==> src/rtl/sxe_pkg.sv <==
// Purpose : Shared constants and carriers for the two-wire bus extension block
// Assumes : 200 MHz main clock, 32 kHz slow timing clock
// Notes   : Offsets are byte addresses of 32-bit words
package sxe_pkg;

  // ----------------------------------------------------------------
  // Register map
  // ----------------------------------------------------------------
  localparam logic [7:0] OFS_CONTROL_A = 8'h00;
  localparam logic [7:0] OFS_CONTROL_B = 8'h04;
  localparam logic [7:0] OFS_LENGTH    = 8'h08;
  localparam logic [7:0] OFS_DATA      = 8'h0C;
  localparam logic [7:0] OFS_STATUS    = 8'h10;
  localparam logic [7:0] OFS_MASK      = 8'h14;
  localparam logic [7:0] OFS_STATE     = 8'h18;

  // ----------------------------------------------------------------
  // Field positions
  // ----------------------------------------------------------------
  localparam int CA_LOWTO  = 0;  // scl_low_timeout_en
  localparam int CA_SEXTTO = 1;  // slave_extend_timeout_en
  localparam int CA_MEXTTO = 2;  // master_extend_timeout_en
  localparam int CA_4WIRE  = 3;  // four_wire_pin_sel
  localparam int CB_SMART  = 0;  // smart_mode_en
  localparam int CB_ACK_ACTION = 1;  // ack_action, 1 = NACK
  localparam int LN_EN     = 8;  // length_count_en above transfer_length[7:0]

  localparam int ST_LOWTO  = 0;
  localparam int ST_SEXTTO = 1;
  localparam int ST_MEXTTO = 2;
  localparam int ST_LENGTH_ERROR = 3;
  localparam int ST_MOB    = 4;  // master_on_bus_flag
  localparam int ST_STOP   = 5;  // stop_received_flag
  localparam int ST_ERROR  = 6;
  localparam int ST_AMATCH = 7;  // address_match_flag
  localparam int ST_W      = 8;

  // ----------------------------------------------------------------
  // Reset values
  // ----------------------------------------------------------------
  localparam logic [3:0]      RST_CONTROL_A = 4'h0;
  localparam logic [1:0]      RST_CONTROL_B = 2'h0;
  localparam logic [8:0]      RST_LENGTH    = 9'h000;
  localparam logic [ST_W-1:0] RST_STATUS    = 8'h00;
  localparam logic [ST_W-1:0] RST_MASK      = 8'h00;

  // ----------------------------------------------------------------
  // Timing
  // ----------------------------------------------------------------
  localparam int CLK_MHZ       = 200;
  localparam int SDA_HOLD_NS   = 300;
  localparam int SDA_HOLD_CYC  = (SDA_HOLD_NS * CLK_MHZ + 999) / 1000;
  localparam int SLOW_HZ       = 32000;
  localparam int T_TIMEOUT_MS  = 25;
  localparam int T_SEXT_MS     = 25;
  localparam int T_MEXT_MS     = 10;
  localparam int TICKS_TIMEOUT = (T_TIMEOUT_MS * SLOW_HZ + 999) / 1000;
  localparam int TICKS_SEXT    = (T_SEXT_MS * SLOW_HZ + 999) / 1000;
  localparam int TICKS_MEXT    = (T_MEXT_MS * SLOW_HZ + 999) / 1000;

  // ----------------------------------------------------------------
  // Carriers between this block and the byte engine beside it
  // ----------------------------------------------------------------
  typedef struct packed {
    logic       is_master;    // Engine acts as master
    logic       is_read;      // Current transfer is a master read
    logic       rx_byte;      // Pulse: byte received
    logic       tx_need;      // Pulse: byte needed for sending
    logic       ack_slot;     // Pulse: ack bit of a byte (address too)
    logic       addr_ack;     // Pulse: ack slot belongs to address byte
    logic       addr_match;   // Pulse: slave address matched
    logic       on_bus;       // Pulse: master owns the bus
    logic       rx_nack;      // Pulse: NACK seen on a master write
    logic       bus_err;      // Pulse: illegal bus condition
    logic       own_stretch;  // Level: engine holds SCL low to stretch
    logic       scl_low_req;  // Level: engine wants SCL low
    logic       sda_low_req;  // Level: engine wants SDA low
    logic [7:0] rx_data;      // Received byte, valid with rx_byte
  } sxe_core_t;

  typedef struct packed {
    logic       ack_go;       // Pulse: send ack bit now
    logic       ack_nack;     // Value of that bit, 1 = NACK
    logic       auto_nack;    // Pulse: NACK the last read byte
    logic       auto_stop;    // Pulse: issue STOP
    logic       tx_valid;     // Level: tx_data holds a fresh byte
    logic [7:0] tx_data;      // Byte to send
  } sxe_ctl_t;

endpackage : sxe_pkg

==> src/rtl/sxe_ext.sv <==
// Purpose : Timeouts, SDA hold, smart ack, pin mode and DMA requests
//           for a two-wire bus master/slave engine
// Assumes : Pins and slow clock are asynchronous to mclk
// Notes   : Status bits clear on read; a set in the same cycle wins
//
// Decided for this implementation: strobed register access and the register offsets.
`timescale 1ns/1ps
`default_nettype none

// Overview of operation
// - SCL-low timeout counters advance on rising edges of the separate 32 kHz slow timing clock.
// - With scl_low_timeout_en set, one SCL low period of 25 ms flags a timeout.
// - With slave_extend_timeout_en set, slave stretching summed from START to STOP flags at 25 ms.
// - With master_extend_timeout_en set, master stretching summed within one byte span flags at 10 ms.
// - Driven SDA changes are held back after SCL falls for an SMBus-compatible hold time.
// - In smart mode a read of DATA with a received byte pending sends ACK or NACK as ack_action selects.
// - Setting four_wire_pin_sel to 1 selects 4-wire operation with separate line signals.
// - In 4-wire mode internal tri-state drivers are bypassed and an external driver joins the bus.
// - A slave address match raises address_match_flag and DMA waits until it is serviced.
// - As slave, receive DMA request rises on a written byte and falls on a DATA read.
// - As slave, transmit DMA request rises when a byte is needed and falls on a DATA write.
// - As master, transmit DMA request rises when write data is needed and falls on a DATA write.
// - As master, receive DMA request rises when read data arrives and falls on a DATA read.
// - With length_count_en the master moves transfer_length bytes, NACKs a last read and issues STOP.
// - A NACK on a master write before the length issues STOP and raises length_error and error.
module sxe_ext
  import sxe_pkg::*;
#(
  parameter int CNT_W = 12
) (
  input  wire logic        mclk,
  input  wire logic        rst,
  // Register port
  input  wire logic [7:0]  reg_addr,
  input  wire logic [31:0] reg_wdata,
  input  wire logic        reg_wr,
  input  wire logic        reg_rd,
  output logic      [31:0] reg_rdata,
  // Slow timing clock, sampled
  input  wire logic        slow_timeout_clock,
  // Byte engine
  input  wire sxe_core_t   core,
  output sxe_ctl_t         ctl,
  output logic             line_scl,
  output logic             line_sda,
  // DMA and interrupt
  output logic             dma_rx_req,
  output logic             dma_tx_req,
  output logic             irq,
  // Two-wire pins
  input  wire logic        pad_scl_i,
  output logic             pad_scl_o,
  output logic             pad_scl_oe,
  input  wire logic        pad_sda_i,
  output logic             pad_sda_o,
  output logic             pad_sda_oe,
  // Four-wire pins
  input  wire logic        ext_scl_i,
  input  wire logic        ext_sda_i,
  output logic             ext_scl_o,
  output logic             ext_sda_o
);

  // ----------------------------------------------------------------
  // Input synchronisers
  // ----------------------------------------------------------------
  logic [4:0] sync1_r, sync2_r, sync_nxt;
  logic       slow_q_r, slow_q_nxt, scl_q_r, scl_q_nxt, sda_q_r, sda_q_nxt;

  // Two flops per asynchronous input
  always_comb begin
    sync_nxt = {slow_timeout_clock, ext_sda_i, ext_scl_i, pad_sda_i, pad_scl_i};
  end

  always_ff @(posedge mclk or posedge rst) begin
    if (rst) begin
      sync1_r <= 5'h1F;
      sync2_r <= 5'h1F;
    end else begin
      sync1_r <= sync_nxt;
      sync2_r <= sync1_r;
    end
  end

  // ----------------------------------------------------------------
  // Configuration registers
  // ----------------------------------------------------------------
  logic [3:0]      ctrl_a_r, ctrl_a_nxt;
  logic [1:0]      ctrl_b_r, ctrl_b_nxt;
  logic [8:0]      length_r, length_nxt;
  logic [7:0]      tx_data_r, tx_data_nxt;
  logic [ST_W-1:0] mask_r, mask_nxt;
  logic            wr_data, rd_data, rd_status;

  assign wr_data   = reg_wr && (reg_addr == OFS_DATA);
  assign rd_data   = reg_rd && (reg_addr == OFS_DATA);
  assign rd_status = reg_rd && (reg_addr == OFS_STATUS);

  // Register writes
  always_comb begin
    ctrl_a_nxt  = ctrl_a_r;
    ctrl_b_nxt  = ctrl_b_r;
    length_nxt  = length_r;
    tx_data_nxt = tx_data_r;
    mask_nxt    = mask_r;
    if (reg_wr) begin
      if (reg_addr == OFS_CONTROL_A) begin
        ctrl_a_nxt = reg_wdata[3:0];
      end else if (reg_addr == OFS_CONTROL_B) begin
        ctrl_b_nxt = reg_wdata[1:0];
      end else if (reg_addr == OFS_LENGTH) begin
        length_nxt = reg_wdata[8:0];
      end else if (reg_addr == OFS_DATA) begin
        tx_data_nxt = reg_wdata[7:0];
      end else if (reg_addr == OFS_MASK) begin
        mask_nxt = reg_wdata[ST_W-1:0];
      end
    end
  end

  always_ff @(posedge mclk or posedge rst) begin
    if (rst) begin
      ctrl_a_r  <= RST_CONTROL_A;
      ctrl_b_r  <= RST_CONTROL_B;
      length_r  <= RST_LENGTH;
      tx_data_r <= 8'h00;
      mask_r    <= RST_MASK;
    end else begin
      ctrl_a_r  <= ctrl_a_nxt;
      ctrl_b_r  <= ctrl_b_nxt;
      length_r  <= length_nxt;
      tx_data_r <= tx_data_nxt;
      mask_r    <= mask_nxt;
    end
  end

  // ----------------------------------------------------------------
  // Line selection and bus conditions
  // ----------------------------------------------------------------
  logic four_wire, slow_tick, scl_fall, start_det, stop_det;

  assign four_wire = ctrl_a_r[CA_4WIRE];

  // Line levels from the selected pin pair, edge detection
  always_comb begin
    slow_q_nxt = sync2_r[4];
    scl_q_nxt  = four_wire ? sync2_r[2] : sync2_r[0];
    sda_q_nxt  = four_wire ? sync2_r[3] : sync2_r[1];
  end

  always_ff @(posedge mclk or posedge rst) begin
    if (rst) begin
      slow_q_r <= 1'b1;
      scl_q_r  <= 1'b1;
      sda_q_r  <= 1'b1;
    end else begin
      slow_q_r <= slow_q_nxt;
      scl_q_r  <= scl_q_nxt;
      sda_q_r  <= sda_q_nxt;
    end
  end

  assign slow_tick = slow_q_nxt && !slow_q_r;
  assign scl_fall  = scl_q_r && !scl_q_nxt;
  assign start_det = scl_q_r && scl_q_nxt && sda_q_r && !sda_q_nxt;
  assign stop_det  = scl_q_r && scl_q_nxt && !sda_q_r && sda_q_nxt;
  assign line_scl  = scl_q_r;
  assign line_sda  = sda_q_r;

  // ----------------------------------------------------------------
  // Timeout counters on the slow tick
  // ----------------------------------------------------------------
  logic [CNT_W-1:0] low_cnt_r, low_cnt_nxt, sext_cnt_r, sext_cnt_nxt;
  logic [CNT_W-1:0] mext_cnt_r, mext_cnt_nxt;
  logic             low_to, sext_to, mext_to;

  // Single low period, slave sum per message, master sum per byte span
  always_comb begin
    low_cnt_nxt  = low_cnt_r;
    sext_cnt_nxt = sext_cnt_r;
    mext_cnt_nxt = mext_cnt_r;
    if (scl_q_r || !ctrl_a_r[CA_LOWTO]) begin
      low_cnt_nxt = '0;
    end else if (slow_tick && low_cnt_r != CNT_W'(TICKS_TIMEOUT)) begin
      low_cnt_nxt = low_cnt_r + 1'b1;
    end
    if (start_det || stop_det || !ctrl_a_r[CA_SEXTTO]) begin
      sext_cnt_nxt = '0;
    end else if (slow_tick && core.own_stretch && !core.is_master
                 && sext_cnt_r != CNT_W'(TICKS_SEXT)) begin
      sext_cnt_nxt = sext_cnt_r + 1'b1;
    end
    if (start_det || stop_det || core.ack_slot || !ctrl_a_r[CA_MEXTTO]) begin
      mext_cnt_nxt = '0;
    end else if (slow_tick && core.own_stretch && core.is_master
                 && mext_cnt_r != CNT_W'(TICKS_MEXT)) begin
      mext_cnt_nxt = mext_cnt_r + 1'b1;
    end
  end

  always_ff @(posedge mclk or posedge rst) begin
    if (rst) begin
      low_cnt_r  <= '0;
      sext_cnt_r <= '0;
      mext_cnt_r <= '0;
    end else begin
      low_cnt_r  <= low_cnt_nxt;
      sext_cnt_r <= sext_cnt_nxt;
      mext_cnt_r <= mext_cnt_nxt;
    end
  end

  // One-cycle pulses when a count first reaches its limit
  assign low_to  = (low_cnt_nxt == CNT_W'(TICKS_TIMEOUT)) && (low_cnt_r != CNT_W'(TICKS_TIMEOUT));
  assign sext_to = (sext_cnt_nxt == CNT_W'(TICKS_SEXT)) && (sext_cnt_r != CNT_W'(TICKS_SEXT));
  assign mext_to = (mext_cnt_nxt == CNT_W'(TICKS_MEXT)) && (mext_cnt_r != CNT_W'(TICKS_MEXT));

  // ----------------------------------------------------------------
  // SDA hold and pin drivers
  // ----------------------------------------------------------------
  logic [7:0] hold_cnt_r, hold_cnt_nxt;
  logic       sda_drv_r, sda_drv_nxt, scl_drv_r, scl_drv_nxt, scl_own_fall;

  // Own SCL pull starts the hold before the synchronised line shows it
  assign scl_own_fall = core.scl_low_req && !scl_drv_r;

  // Freeze SDA for the hold time after each SCL fall
  always_comb begin
    hold_cnt_nxt = hold_cnt_r;
    if (scl_fall || scl_own_fall) begin
      hold_cnt_nxt = 8'(SDA_HOLD_CYC);
    end else if (hold_cnt_r != 8'h00) begin
      hold_cnt_nxt = hold_cnt_r - 8'h01;
    end
    sda_drv_nxt = (hold_cnt_r != 8'h00 || scl_fall || scl_own_fall) ? sda_drv_r : core.sda_low_req;
    scl_drv_nxt = core.scl_low_req;
  end

  always_ff @(posedge mclk or posedge rst) begin
    if (rst) begin
      hold_cnt_r <= 8'h00;
      sda_drv_r  <= 1'b0;
      scl_drv_r  <= 1'b0;
    end else begin
      hold_cnt_r <= hold_cnt_nxt;
      sda_drv_r  <= sda_drv_nxt;
      scl_drv_r  <= scl_drv_nxt;
    end
  end

  // Open drain in 2-wire mode; push levels to an external driver in 4-wire
  assign pad_scl_o  = 1'b0;
  assign pad_sda_o  = 1'b0;
  assign pad_scl_oe = !four_wire && scl_drv_r;
  assign pad_sda_oe = !four_wire && sda_drv_r;
  assign ext_scl_o  = four_wire ? !scl_drv_r : 1'b1;
  assign ext_sda_o  = four_wire ? !sda_drv_r : 1'b1;

  // ----------------------------------------------------------------
  // Length counter and automatic NACK/STOP
  // ----------------------------------------------------------------
  logic [7:0] left_r, left_nxt;
  logic       len_act_r, len_act_nxt, auto_stop, auto_nack, len_err;

  // Load on LENGTH write, count down on data ack slots
  always_comb begin
    left_nxt    = left_r;
    len_act_nxt = len_act_r;
    auto_stop   = 1'b0;
    auto_nack   = 1'b0;
    len_err     = 1'b0;
    if (reg_wr && reg_addr == OFS_LENGTH) begin
      left_nxt    = reg_wdata[7:0];
      len_act_nxt = reg_wdata[LN_EN];
    end else if (len_act_r && core.is_master) begin
      if (core.rx_nack && !core.is_read && left_r != 8'h00) begin
        auto_stop   = 1'b1;
        len_err     = 1'b1;
        len_act_nxt = 1'b0;
      end else if (core.ack_slot && core.addr_ack) begin
        if (left_r == 8'h00) begin
          auto_stop   = 1'b1;
          len_act_nxt = 1'b0;
        end
      end else if (core.ack_slot) begin
        left_nxt = left_r - 8'h01;
        if (left_r == 8'h01) begin
          auto_nack   = core.is_read;
          auto_stop   = 1'b1;
          len_act_nxt = 1'b0;
        end
      end
    end
  end

  always_ff @(posedge mclk or posedge rst) begin
    if (rst) begin
      left_r    <= 8'h00;
      len_act_r <= 1'b0;
    end else begin
      left_r    <= left_nxt;
      len_act_r <= len_act_nxt;
    end
  end

  // ----------------------------------------------------------------
  // Status flags, DMA requests, smart ack
  // ----------------------------------------------------------------
  logic [ST_W-1:0] status_r, status_nxt, ev_set;
  logic [7:0]      rx_data_r, rx_data_nxt;
  logic            rx_req_r, rx_req_nxt, tx_req_r, tx_req_nxt;
  logic            ack_go_r, ack_go_nxt, nack_r, nack_nxt, slave_hold;

  // Events that set sticky bits
  always_comb begin
    ev_set             = '0;
    ev_set[ST_LOWTO]   = low_to;
    ev_set[ST_SEXTTO]  = sext_to;
    ev_set[ST_MEXTTO]  = mext_to;
    ev_set[ST_LENGTH_ERROR]  = len_err;
    ev_set[ST_MOB]     = core.on_bus;
    ev_set[ST_STOP]    = stop_det;
    ev_set[ST_ERROR]   = core.bus_err || low_to || sext_to || mext_to || len_err;
    ev_set[ST_AMATCH]  = core.addr_match && !core.is_master;
  end

  // Slave data waits while address_match_flag is unserviced
  assign slave_hold = !core.is_master && status_r[ST_AMATCH];

  always_comb begin
    status_nxt  = (rd_status ? '0 : status_r) | ev_set;
    rx_data_nxt = core.rx_byte ? core.rx_data : rx_data_r;
    rx_req_nxt  = rx_req_r;
    tx_req_nxt  = tx_req_r;
    if (rd_data) begin
      rx_req_nxt = 1'b0;
    end
    if (core.rx_byte) begin
      rx_req_nxt = 1'b1;
    end
    if (wr_data) begin
      tx_req_nxt = 1'b0;
    end
    if (core.tx_need) begin
      tx_req_nxt = 1'b1;
    end
    ack_go_nxt = rd_data && ctrl_b_r[CB_SMART] && rx_req_r;
    nack_nxt   = ctrl_b_r[CB_ACK_ACTION];
  end

  always_ff @(posedge mclk or posedge rst) begin
    if (rst) begin
      status_r  <= RST_STATUS;
      rx_data_r <= 8'h00;
      rx_req_r  <= 1'b0;
      tx_req_r  <= 1'b0;
      ack_go_r  <= 1'b0;
      nack_r    <= 1'b0;
    end else begin
      status_r  <= status_nxt;
      rx_data_r <= rx_data_nxt;
      rx_req_r  <= rx_req_nxt;
      tx_req_r  <= tx_req_nxt;
      ack_go_r  <= ack_go_nxt;
      nack_r    <= nack_nxt;
    end
  end

  assign dma_rx_req = rx_req_r && !slave_hold;
  assign dma_tx_req = tx_req_r && !slave_hold;
  assign irq        = |(status_r & mask_r);

  // Controls to the byte engine
  always_comb begin
    ctl           = '0;
    ctl.ack_go    = ack_go_r;
    ctl.ack_nack  = nack_r;
    ctl.auto_nack = auto_nack;
    ctl.auto_stop = auto_stop;
    ctl.tx_valid  = !tx_req_r;
    ctl.tx_data   = tx_data_r;
  end

  // ----------------------------------------------------------------
  // Read data, one cycle after the strobe
  // ----------------------------------------------------------------
  logic [31:0] rdata_r, rdata_nxt;

  always_comb begin
    rdata_nxt = 32'h0000_0000;
    if (reg_rd) begin
      if (reg_addr == OFS_CONTROL_A) begin
        rdata_nxt = {28'h0, ctrl_a_r};
      end else if (reg_addr == OFS_CONTROL_B) begin
        rdata_nxt = {30'h0, ctrl_b_r};
      end else if (reg_addr == OFS_LENGTH) begin
        rdata_nxt = {23'h0, length_r};
      end else if (reg_addr == OFS_DATA) begin
        rdata_nxt = {24'h0, rx_data_r};
      end else if (reg_addr == OFS_STATUS) begin
        rdata_nxt = {24'h0, status_r};
      end else if (reg_addr == OFS_MASK) begin
        rdata_nxt = {24'h0, mask_r};
      end else if (reg_addr == OFS_STATE) begin
        rdata_nxt = {20'h0, left_r, len_act_r, tx_req_r, rx_req_r, four_wire};
      end
    end
  end

  always_ff @(posedge mclk or posedge rst) begin
    if (rst) begin
      rdata_r <= 32'h0000_0000;
    end else begin
      rdata_r <= rdata_nxt;
    end
  end

  assign reg_rdata = rdata_r;

endmodule : sxe_ext

`default_nettype wire

==> config.mk <==
export PLATFORM = sky130hd
export DESIGN_NAME = sxe_ext
export DESIGN_NICKNAME = d
export VERILOG_FILES = /design/src/rtl/sxe_pkg.sv /design/src/rtl/sxe_ext.sv
export SDC_FILE = /design/constraint.sdc
export NUM_CORES = 1
export LEC_CHECK = 0
export ABC_AREA = 1
export BUFFER_PORTS_ARGS = -buffer_cell sky130_fd_sc_hd__clkbuf_2
export CELL_PAD_IN_SITES_DETAIL_PLACEMENT = 0
export CELL_PAD_IN_SITES_GLOBAL_PLACEMENT = 1
export CORE_UTILIZATION = 44
export CTS_CLUSTER_DIAMETER = 50
export CTS_CLUSTER_SIZE = 20
export DETAILED_ROUTE_END_ITERATION = 16
export PLACE_DENSITY_LB_ADDON = 0.1
export SLEW_MARGIN = 10
export SYNTH_ARGS = -nofsm -noshare
export SYNTH_HDL_FRONTEND = slang
export SYNTH_SLANG_ARGS = --single-unit
==> constraint.sdc <==
create_clock -name mclk -period 5.51 [get_ports mclk]
set_input_delay 0.2755 -clock mclk [delete_from_list [all_inputs] [get_ports mclk]]
set_output_delay 0.2755 -clock mclk [all_outputs]
set_load 0.01 [all_outputs]
* Yosys cells after proc, flatten, opt, wreduce, memory -nomap -nowiden
Index checks and enable logic that the tools add are counted.
** Storage, ports and cells
- Register bits after elaboration :: 151
- Input bits :: 70
** Cells by class
- Equal/unequal tests :: 16
- Reductions and logical operators :: 78
- Bitwise gates (word level) :: 6
- $add $sub $neg :: 5
- Mux-type cells :: 53
** Operator list (count)
- $mux W12 :: 14
- $mux W8 :: 8
- $add A12 B1 Y12 const B :: 3
- $logic_and A1 B1 Y1 :: 33
- $mux W1 :: 31
- $eq A12 B10 Y1 const B :: 2
- $eq A8 B5 Y1 const B :: 3
- $ne A12 B10 Y1 const B :: 2
- $eq A8 B4 Y1 const B :: 2
- $logic_not A8 Y1 :: 2
- $reduce_bool A8 Y1 :: 2
- $sub A8 B1 Y8 const B :: 2
- $logic_not A1 Y1 :: 14
- $eq A12 B9 Y1 const B :: 1
- $logic_or A1 B1 Y1 :: 12
- $ne A12 B9 Y1 const B :: 1
- $reduce_and A4 Y1 :: 3
- $reduce_bool A2 Y1 :: 5
- $and A8 B8 Y8 :: 1
- $eq A8 B1 Y1 const B :: 1
- $eq A8 B3 Y1 const B :: 1
- $or A8 B8 Y8 :: 1
- $reduce_bool A4 Y1 :: 2
- $reduce_or A8 Y1 :: 1
- 7 further kinds :: 11

* Longest topological paths before layout
Gate-level depths: netlist (run 1).
- Depth after elaboration :: 13
- Depth in mapped cells :: 18
- Depth with buffers taken out :: 17

* Worst setup path before layout (run 1)
No wires, ideal clock.
- Path kind :: flip-flop to flip-flop
- Start point :: register sync2_r[4]
- End point :: register status_r[6]
- Setup slack :: 3.681 ns
- Library setup time :: 0.116 ns
- Cell stages (with the launch flop) :: 15
- Period minus slack after synthesis :: 1.829 ns
- Path buffers :: 1
- Arrival time :: 1.713 ns
- Cells stage by stage :: dfstp_2 -> inv_1 -> nor2_4 -> nand2_4 -> nor2_8 -> nand2_4 -> buf_6 -> o21ai_1 -> nand3_2 -> nand3_1 -> nor2_1 -> nand2_1 -> nand2_1 -> inv_1 -> nand2_1
** Between the ends
- Word-level cells in the longest chain between the ends :: 12
** RTL lines
- start, declared :: RTL line sxe_ext.sv:67 : logic [4:0] sync1_r, sync2_r, sync_nxt;
- start signal, assigned :: RTL line sxe_ext.sv:81 : sync2_r <= sync1_r;
- $logic_and A1 B1 Y1 * :: RTL line sxe_ext.sv:163 : assign slow_tick = slow_q_nxt && !slow_q_r;
- $logic_and A1 B1 Y1 :: RTL line sxe_ext.sv:189, sxe_ext.sv:195
- $logic_and A1 B1 Y1 :: RTL line sxe_ext.sv:189 : end else if (slow_tick && core.own_stretch && !core.is_master
- $logic_and A1 B1 Y1 :: RTL line sxe_ext.sv:190 : && sext_cnt_r != CNT_W'(TICKS_SEXT)) begin
- $mux W12 :: RTL line sxe_ext.sv:189
- $mux W12 :: RTL line sxe_ext.sv:187 : if (start_det || stop_det || !ctrl_a_r[CA_SEXTTO]) begin
- $eq A12 B10 Y1 :: RTL line sxe_ext.sv:215 : assign sext_to = (sext_cnt_nxt == CNT_W'(TICKS_SEXT)) && (sext_cnt_r != CNT_W'(TICKS_SEXT));
- $logic_and A1 B1 Y1 :: RTL line sxe_ext.sv:215
- $logic_or A1 B1 Y1 :: RTL line sxe_ext.sv:323 : ev_set[ST_ERROR] = core.bus_err || low_to || sext_to || mext_to || len_err;
- $logic_or A1 B1 Y1 * (2 in a row) :: RTL line sxe_ext.sv:323
- $or A8 B8 Y8 * :: RTL line sxe_ext.sv:331 : status_nxt = (rd_status ? '0 : status_r) | ev_set;
- via status_nxt[6] :: RTL line sxe_ext.sv:309 : logic [ST_W-1:0] status_r, status_nxt, ev_set;
- end signal, assigned :: RTL line sxe_ext.sv:360 : status_r <= status_nxt;
- end, declared :: RTL line sxe_ext.sv:309
The timed path passes the listed nets; every way through them passes the cells marked *.
A chain may end at the register's enable or synchronous reset.

==> impl_results.md, run 1 <==
- Outcome: complete, but fails checks
- Failing checks: negative hold slack
- Layout cells sized above 1: 17.09%
- Place WS: 3.082 ns
- Die area: 17050 um2
- Vias in the first global route: 5672
- DRC: 0
- Number of port buffers: 80
- Diodes inserted: 0
- Core Area: 16000 um2
- CP max FO: 16
- Worst Slack Setup Final: 3.091 ns
- Nets: 1120
- Final Instance Area: 8476 um2
- Maximum VDD drop: 0.0002203 V
- Power density over the cells: a little under 300 nW/um2
- R2R Setup Slk: 3.20 ns
- DRT Wirelength: 17430 um
- Fin. max-slew vios: 0
- Total power: roughly 2.5 mW
- Via/cell ratio: 4.779
- Largest cells by area after synthesis: dfrtp_1 41%, nand2_1 15%, inv_1 7.0%
- Worst skew pair latency: 0.42 ns
- Area after DPL: roughly 7800 um2
- FMAX: between 400 and 500 MHz
- Area added between synthesis and finish: 16.49%
- H-tree Lvls: 4
- CP Data Required Time: 5.23 ns
- Yosys top cell area share: approximately 41%
- GP Congestion: about 0.8
- Final worst path period need: 2.419 ns
- Post-CTS Hold Fix Bufs: 6
- Reg-to-Reg Start: sync2_r[4]$_DFF_PP1_
- Post-DP HPWL: 12770 um
- Hold WS: -0.003026 ns
- Worst hold path type: input pin to asynchronous set/reset pin
- RSZ-0062 raised after global routing: false
- Reg clk slew, reported paths: 0.06 ns
- Synth async-reset ratio: 100.0%
- P_leak: 4.462 nW
- Setup tns final: 0 ns
- Worst path arrival time: approximately 2.1 ns
- Cell row count: 46
- CTS tree: yes
- Post-DRT Antenna Nets: 0
- Clock Tree Buf Depth: 2
- Critical path type: input pin to output pin
- Least-Margin Pin Slew: 0.8248 ns
- Post-Syn Area: 7276 um2
- Final worst-path cycle share: 43.91%
- Max_cap viols: 0
- Clk root buf: clkbuf_16
- Die width: 130.6 um
- Largest net degree at the start of global routing: 94
- Netlist cell types: 47
- Cells after Synth: 950
- Startpoint Class: input pin
- Post-synthesis sequential area ratio: 45.28%
- Number of I/O pins: approximately 130
- Critical Path End Type: output pin
- Total global-route track usage: between 20% and 30%
- Top_reg_cell synth: dfrtp_1
- Syn Area/Cell: 7.659 um2
- WL/cell: about 14 um
- Post-CTS sizing: 0
- Cell depth of the worst flop-to-flop path: 14
- Die height: around 130 um
- Max_slew headroom: between 40 and 50%
- Setup Viol. Count Final: 0
- Ys Warns: 0
- Total number of vias: 6064
- Clk_skew: between 0.007 and 0.008 ns
- First-pass GRT wire length: 28620 um
- Setup bufs post-CTS: 0
- Final hold violation count: 3
- Reg2reg end: status_r[6]$_DFF_PP0_
- Fillers: around 1600
- Synth Register Bits: 131
- Cts bufs inserted: 17
- DR pass1 iterations: 5
- Initial Utilization: between 40 and 50%
- Top cell type by total area after synthesis: dfrtp_1
- Initial antenna violation count: 0
- Grt total ovfl: 0
- Post-synth EDFFs: 0
- Clock net sink count: approximately 130
- DRT iter0 DRCs: 303
[state kept, by name (all words and copies together) (netlist names), 8 cells and up]
signal and flops:
length_r 9, hold_cnt_r 8, rx_data_r 8, mext_cnt_r 12, mask_r 8, low_cnt_r 12, left_r 8, status_r 8
reg_rdata 12, tx_data_r 8, sext_cnt_r 12
[how the worst max path moves through the flow]
stage	from	to	cells past startpoint
6_report	reg_addr[1]	ctl[10]	9
5_1_grt	reg_addr[1]	ctl[10]	9
4_1_cts	reg_addr[1]	ctl[10]	9
3_5_place_dp	reg_addr[1]	status_r[6]$_DFF_PP0_	12
3_3_place_gp	reg_addr[1]	status_r[6]$_DFF_PP0_	12
2_1_floorplan	rst	ack_go_r$_DFF_PP0_	1
[per-layer routing]
metal | GRT usage, % | vias to the layer above | share of wire (%)
met5 | 0 | - | 0
met4 | 7.437 | 0 | 1.3
met3 | 3.909 | 19 | 3.2
met2 | 34.08 | 119 | 45
met1 | 31.45 | 2783 | 50
li1 | - | 3143 | -
[cell type report]
type / instances / area [um2] / area share, %
inverter: 148 / 560.5 / 6.614
sequential: 131 / 3294 / 38.87
multi-input combinational: 653 / 3231 / 38.12
clock inverter: 12 / 180.2 / 2.126
timing repair buffer: 89 / 483.0 / 5.698
clock buffer: 20 / 456.7 / 5.388
tap: 216 / 270.3 / 3.189
[where the power goes]
group	switching, mW	leakage (nW)	internal (mW)
Clock	0.439	0.307	0.783
Sequential	0.0304	1.67	1.01
Combinational	0.141	2.49	0.0740
[Yosys cell counts, drive strengths merged (2+ instances only)]
| cell type | number |
|---|---|
| xnor2 | 4 |
| o2111ai | 2 |
| ha | 10 |
| clkbuf | 8 |
| o211ai | 3 |
| a211oi | 2 |
| o21ai | 60 |
| a221oi | 7 |
| o221ai | 2 |
| dfstp | 13 |
| inv | 147 |
| o21bai | 3 |
| dfrtp | 118 |
| nand3b | 5 |
| o211a | 2 |
| nor2 | 88 |
| nor4 | 2 |
| nand4 | 11 |
| nand2 | 295 |
| nand3 | 80 |
| xor2 | 13 |
| buf | 31 |
| mux2 | 2 |
| o22ai | 6 |
| nor3 | 9 |
| a21oi | 20 |
[stage by stage]
stage,hold WS (ns),utilization (%),std cells
6_report,-0.003026,52.97,1269
3_5_place_dp,0.3489,48.62,1231
3_3_place_gp,0.3459,48.62,1231
5_1_grt,0.04737,52.97,1269
4_1_cts,0.03420,52.97,1269
2_1_floorplan,0.2800,-,971
[cell families (layout without fill, tap and decap cells)]
family / Yosys count / after routing / share of synthesized area, %
multiplexers: 2 / 2 / 0.3095
AO/OA/AOI/OAI: 109 / 109 / 8.771
adder cells (fa/ha/maj): 10 / 10 / 1.720
flip-flops: 131 / 131 / 45.28
XOR/XNOR: 17 / 17 / 2.046
buffers and inverters: 187 / 269 / 11.40
AND/OR/NAND/NOR: 493 / 493 / 30.42
other: 1 / 22 / 0.05154
[worst max-delay path, cell delays in order]
cell and delay [ns]:
clkbuf_2 0.08, or2_1 0.29, nor2_2 0.19, nand2_1 0.29
nor2_4 0.42, inv_2 0.23, nand2_1 0.18, nor3_1 0.06
clkbuf_2 0.12
[placed cells by master (no fill, tap or decap), drive strengths merged, types with 4 or more instances in the layout]
cell type    Yosys  routed
nor2            88      88
o21ai           60      60
nor3             9       9
xor2            13      13
nand2          295     295
dlygate4sd3      0       6
nand3           80      80
bufinv           0       4
clkinv           1       6
a221oi           7       7
xnor2            4       4
dfstp           13      13
dfrtp          118     118
o22ai            6       6
inv            147     148
nand3b           5       5
nand4           11      11
clkbuf           8     100
ha              10      10
conb             1      22
a21oi           20      20
No activity file was read; power rests on OpenSTA's default activity.
==> run 2, diff against run 1 <==
Settings changed: CORE_UTILIZATION 44 to 37.
Clock period 5.51 ns to 2.1 ns, I/O delays scaled along.
==> run 2 against run 1 <==
The run now ends clean. Die area grew 19%. Global-route usage down 2.0 points. First-iteration DRC count fell by 14%. Critical endpoint is now ctl[9]. Total power increased to 2.6 times the previous value. Hold slack improved by 0.045 ns. Clock skew increased by 0.0013 ns.
==> impl_results.md, run 2 (synthesis results as in run 1) <==
- DR pass1 iterations: 5
- Least-Margin Pin Slew: 0.5532 ns
- First-pass GRT wire length: a little over 30000 um
- Outcome: finished clean
- WL/cell: 13.60 um
- Net switching power: roughly 1.7 mW
- Maximum VDD drop: 0.0005723 V
- CP Data Required Time: 2.00 ns
- DRT iter0 DRCs: 261
- Worst path arrival time: 1.86 ns
- Grt total ovfl: 0
- Via/cell ratio: 4.538
- Final worst-path cycle share: 93.41%
- Clock power frac: 45.8%
- Total power: 6.367 mW
- Cts bufs inserted: 17
- Max_slew headroom: roughly 63%
- Most frequent cells in the layout: 276 x nand2_1, 126 x inv_1, 116 x dfrtp_1
- Setup tns final: 0 ns
- Clk_skew: 0.008611 ns
- Total number of vias: 6349
- Startpoint Class: flip-flop
- Largest net degree at the start of global routing: between 70 and 80
- CP max FO: 4
- P_leak: 4.885 nW
- Post-DRT Antenna Nets: 0
- P_int: 4.659 mW
- Power density over the cells: 679.7 nW/um2
- Critical Path End Type: output pin
- Total global-route track usage: 20.08%
- Area added between synthesis and finish: 28.75%
- Clk root buf: clkbuf_16
- Worst skew pair latency: 0.43 ns
- Reg clk slew, reported paths: 0.06 ns
- Slowest-stage cell, CP: dfrtp_1
- Max_cap viols: 0
- Diodes inserted: 0
- Final worst path period need: 1.962 ns
- Combinational power share: 11.2%
- Initial antenna violation count: 0
- Initial Utilization: 38.26%
- Critical path type: flip-flop to output pin
- Setup Viol. Count Final: 0
- Clock Tree Buf Depth: 2
- Reg power frac: between 40% and 50%
- Critical Path Max Stage Delay: 0.36 ns
- Core Area: 19020 um2
- Post-DP HPWL: approximately 14000 um
- Fin. max-slew vios: 0
- Post-layout util: 49.26%
- Worst Slack Setup Final: 0.1385 ns
- Cell row count: 50
- Die area: 20230 um2
- Clock net sink count: 131
- Critical-path cell list: inv_2, ha_4, nand2_4, nor2_2, nand3b_1, buf_6, o311ai_4, nand2_1, nor2_1, buf_2
- Number of I/O pins: 126
- Worst hold path type: input pin to flip-flop
- Hold WS: roughly 0.042 ns
- Die width: 142.2 um
- Die height: 142.2 um
- DRC: 0
- Place WS: 0.01971 ns
- Final hold violation count: 0
- CTS tree: yes
- Number of port buffers: 80
- FMAX: 509.8 MHz
- Layout cells sized above 1: 25.11%
- DRT Wirelength: 19030 um
- GP Congestion: 0.8513
- Switching share of total power: 26.82%
- H-tree Lvls: 4
- Most common cell after layout, fill and taps aside: nand2_1
- Nets: 1206
- Vias in the first global route: ~6000
## run 2: what timing repair did
action / 4_1_cts / 5_1_grt
gates cloned: 0 / 1
buffers inserted: 5 / 14
hold buffers: 24 / 0
endpoints found under the setup margin: 1 / 6
pin swaps: 1 / 24
endpoints found under the hold margin: 39 / 0
resized for setup: 2 / 53
## run 2: final cells by class
class / count / area [um2]
clock inverter: 12 / 121.4
multi-input combinational: 654 / 3393
clock buffer: 20 / 456.7
fill: 1938 / 9651
inverter: 148 / 559.3
tap: 260 / 325.3
sequential: 131 / 3297
timing repair buffer: 174 / 1215
## run 2: per-layer routing
| layer | vias to the layer above | wire [um] | track usage [%] |
|---|---|---|---|
| met5 | - | 0 | 0 |
| met4 | 0 | 217 | 5.263 |
| met3 | 16 | 637 | 3.869 |
| met2 | 118 | 8650 | 31.14 |
| met1 | 2902 | 9526 | 28.57 |
| li1 | 3313 | - | - |
## run 2: final timing paths
check / depth (start not counted) / endpoint / slack, ns / startpoint
worst max-delay path: 10 / ctl[9] / 0.14 / left_r[0]$_DFFE_PP0P_
worst max register to register: 15 / status_r[6]$_DFF_PP0_ / 0.16 / sync2_r[4]$_DFF_PP1_
worst min-delay path: 5 / status_r[6]$_DFF_PP0_ / 0.04 / core[11]
max in group asynchronous: 4 / left_r[5]$_DFFE_PP0P_ / 1.02 / rst
min in group asynchronous: 3 / hold_cnt_r[0]$_DFFE_PP0P_ / 0.28 / rst
worst min register to register: 0 / sync2_r[2]$_DFF_PP1_ / 0.36 / sync1_r[2]$_DFF_PP1_
## run 2: metrics by stage
stage | std cells | instance area, um2
floorplan | 971 | 7358
global placement | 1324 | 8238
detailed placement | 1324 | 8238
CTS | 1385 | 9096
global route | 1399 | 9368
finish | 1399 | 9368
## run 2: critical path, delay by kind of cell (launching register included)
| family | cells | cell delay, ns |
|---|---|---|
| compound gates | 1 | 0.05 |
| fa+ha+maj | 1 | 0.16 |
| buf+inv | 3 | 0.35 |
| flops | 1 | 0.36 |
| simple gates | 5 | 0.51 |
## run 2: power by group through the flow
stage	clock [mW]	sequential [mW]	combinational (mW)
2_1_floorplan	0	2.76	0.417
3_3_place_gp	0	2.78	0.592
3_5_place_dp	0	2.77	0.593
4_1_cts	2.97	2.73	0.641
5_1_grt	3.09	2.75	0.811
6_report	2.92	2.74	0.714
==> run 3, diff against run 2 <==
Settings changed: ABC_AREA 1 to default, CORE_UTILIZATION 37 to 39.
==> run 3 against run 2 <==
Worst setup slack worse by 0.14 ns. Total power down 0.38%. Non-clock buffer count up 37. Wire length down 11%. First-iteration DRC count down 17%. Combinational power down 18%. Die area down 13%. Final area down 2.7%. Largest power group unchanged.
==> impl_results.md, run 3 <==
- Outcome: finished clean
- Power density over the cells: 696.2 nW/um2
- Die height: 132.4 um
- Area added between synthesis and finish: 37.40%
- FMAX: 476.5 MHz
- Hold WS: about 0.018 ns
- Worst skew pair latency: 0.41 ns
- Hold depth: 4
- Total number of vias: 5347
- P_int: 4.872 mW
- Reg-to-Reg Start: sync2_r[4]$_DFF_PP1_
- Critical Path Max Stage Delay: around 0.57 ns
- Least-Margin Pin Slew: 0.6502 ns
- Via/cell ratio: 4.937
- CP max FO: 4
- Initial antenna violation count: 0
- Maximum VDD drop: ~0.00055 V
- Clk_skew: 0.008870 ns
- Ys Warns: 0
- Startpoint Class: flip-flop
- Final worst path period need: roughly 2.1 ns
- Vias in the first global route: 5467
- Max_cap viols: 0
- Post-DP HPWL: 12270 um
- Top cells by count, synth: 118 x dfrtp_1, 77 x nand2_1, 58 x nor2_1
- CP Data Required Time: 2.45 ns
- Synth async-reset ratio: 100.0%
- Hold_sp: core[11]
- Nets: slightly above 900
- Net switching power: 1.471 mW
- Clk root buf: clkbuf_16
- Post-DRT Antenna Nets: 0
- P_leak: about 4.1 nW
- Fillers: 1504
- Worst path arrival time: 2.45 ns
- Initial Utilization: between 30% and 40%
- Total power: 6.343 mW
- CP top delay family: simple AND/OR/NAND/NOR gates
- H-tree Lvls: 4
- Hold Path End: status_r[6]$_DFF_PP0_
- DR pass1 iterations: 4
- Post-Syn Area: 6631 um2
- R2R Setup Slk: 0.001 ns
- Layout cells sized above 1: 39.28%
- Post-synth EDFFs: 0
- Cts bufs inserted: 17
- CTS tree: yes
- Slowest-stage cell, CP: dfstp_2
- Top cell type by total area after synthesis: dfrtp_1
- Critical-path cell list: nor4bb_4, buf_4, nand2_1, nor2_2, o221ai_1, o31a_1, or4_4, nand3_2
- Final worst-path cycle share: roughly 100%
- Clock Tree Buf Depth: 2
- Netlist cell types: 62
- Worst hold path type: input pin to flip-flop
- DRT Wirelength: 16930 um
- Reg clk slew, reported paths: about 0.060 ns
- Top_reg_cell synth: dfrtp_1
- Largest net degree at the start of global routing: 78
- Reg2reg end: status_r[6]$_DFF_PP0_
- Cells after Synth: 647
- Final hold violation count: 0
- WL/cell: approximately 16 um
- Number of port buffers: 80
- Most common cell after layout, fill and taps aside: dfrtp_1
- Clock power frac: 48.2%
- Post-synthesis sequential area ratio: between 40% and 50%
- Most common cell in the synthesized netlist: dfrtp_1
- Die width: 132.4 um
- Largest cells by area after synthesis: dfrtp_1 45%, mux2_2 6.6%, dfstp_2 5.2%
- Critical path type: flip-flop to flip-flop
- Cell row count: 47
- Die area: 17530 um2
- Reg power frac: 42.5%
- Core Area: 16580 um2
- Worst Path Buf+Inv: 1
- Synth Register Bits: 131
- Critical Path End Type: flip-flop
- Number of I/O pins: 126
- Clock net sink count: 131
- Diodes inserted: 0
- DRC: 0
- Most frequent cells in the layout: 116 x dfrtp_1, 105 x buf_4, 79 x clkbuf_2
- First-pass GRT wire length: 27570 um
- Setup Viol. Count Final: 0
- Total global-route track usage: roughly 20%
- Syn Area/Cell: ~10 um2
- GP Congestion: 0.8416
- Cell depth of the worst flop-to-flop path: 8
- DRT iter0 DRCs: about 220
- Max_slew headroom: about 56%
- Switching share of total power: 23.19%
- Yosys top cell area share: 44.53%
- Grt total ovfl: 0
- RSZ-0062 raised after global routing: true
- Combinational power share: 9.2%
- Fin. max-slew vios: 0
[run 3: cell count changes after synthesis, moves of 10 or more]
cell | previous run | this run
a22oi_1 | 0 | 15
nor2b_1 | 0 | 11
nand3_1 | 74 | 22
xnor2_1 | 4 | 31
inv_2 | 11 | 0
nor2_1 | 74 | 58
inv_1 | 136 | 20
nand2_1 | 283 | 77
nor4_1 | 1 | 15
o21ai_0 | 49 | 19
nor3_1 | 6 | 16
mux2_2 | 2 | 39
[run 3: per-stage QoR]
| step | TNS (ns) | cells | worst slack (ns) | util [%] | cell area [um2] |
|---|---|---|---|---|---|
| after detailed placement | -0.5587 | 1010 | -0.2189 | 46.96 | 7787 |
| after floorplan | 0 | 668 | 0.004605 | - | 6714 |
| after global placement | -0.5218 | 1010 | -0.2378 | 46.96 | 7787 |
| after global routing | -0.4336 | 1083 | -0.1103 | 54.94 | 9111 |
| after CTS | -0.1103 | 1076 | -0.05053 | 53.35 | 8847 |
| final | 0 | 1083 | 0.001390 | 54.94 | 9111 |
[run 3: worst max path at each step]
stage / startpoint / slack [ns] / cells after the start / end
6_report: sync2_r[4]$_DFF_PP1_ / 0.001 / 8 / status_r[6]$_DFF_PP0_
5_1_grt: sync2_r[4]$_DFF_PP1_ / -0.11 / 8 / status_r[6]$_DFF_PP0_
4_1_cts: ctrl_a_r[3]$_DFFE_PP0P_ / -0.05 / 8 / status_r[6]$_DFF_PP0_
3_5_place_dp: sync2_r[0]$_DFF_PP1_ / -0.22 / 7 / status_r[6]$_DFF_PP0_
3_3_place_gp: ctrl_a_r[3]$_DFFE_PP0P_ / -0.24 / 7 / status_r[6]$_DFF_PP0_
2_1_floorplan: sync2_r[4]$_DFF_PP1_ / 0.005 / 8 / status_r[6]$_DFF_PP0_
[run 3: power by group through the flow]
| stage | clock (mW) | combinational (mW) | sequential, mW |
|---|---|---|---|
| final | 3.06 | 0.585 | 2.70 |
| after global placement | 0 | 0.492 | 2.73 |
| after detailed placement | 0 | 0.502 | 2.74 |
| after floorplan | 0 | 0.311 | 2.72 |
| after CTS | 3.13 | 0.566 | 2.69 |
| after global routing | 3.26 | 0.644 | 2.71 |
[run 3: layer usage]
layer	GRT usage (%)	share of wire, %
met5	0	0
met4	5.747	1.2
met3	4.344	3.1
met2	33.77	50
met1	25.97	46
[run 3: timing repair]
| item | CTS | global route |
|---|---|---|
| hold buffers | 24 | 0 |
| buffers inserted | 10 | 7 |
| endpoints found under the setup margin | 6 | 11 |
| pin swaps | 15 | 23 |
| endpoints found under the hold margin | 151 | 0 |
| resized for setup | 27 | 46 |
[run 3: tightest hold or removal path: stages]
cell	delay [ns]
clkbuf_2	0.10
a211o_1	0.10
a21oi_2	0.04
nand3_2	0.04
[run 3: layout make-up]
type	instances	area, um2	area share (%)
Sequential cell	131	3297	36.19
Multi-Input combinational cell	469	3369	36.98
Tap cell	220	275.3	3.021
Inverter	20	78.83	0.8651
Timing Repair Buffer	211	1469	16.12
Clock buffer	21	470.5	5.163
Clock inverter	11	151.4	1.662
[run 3: cell families (layout without fill, tap and decap cells)]
kind of cell	Yosys count	count (layout)	share of synthesized area, %
simple gates	260	260	20.30
flops	131	131	49.68
compound gates	82	82	7.944
buf+inv	68	263	5.698
mux	48	48	8.226
xor+xnor	47	47	6.207
fa+ha+maj	10	10	1.887
other cells	1	22	0.05655
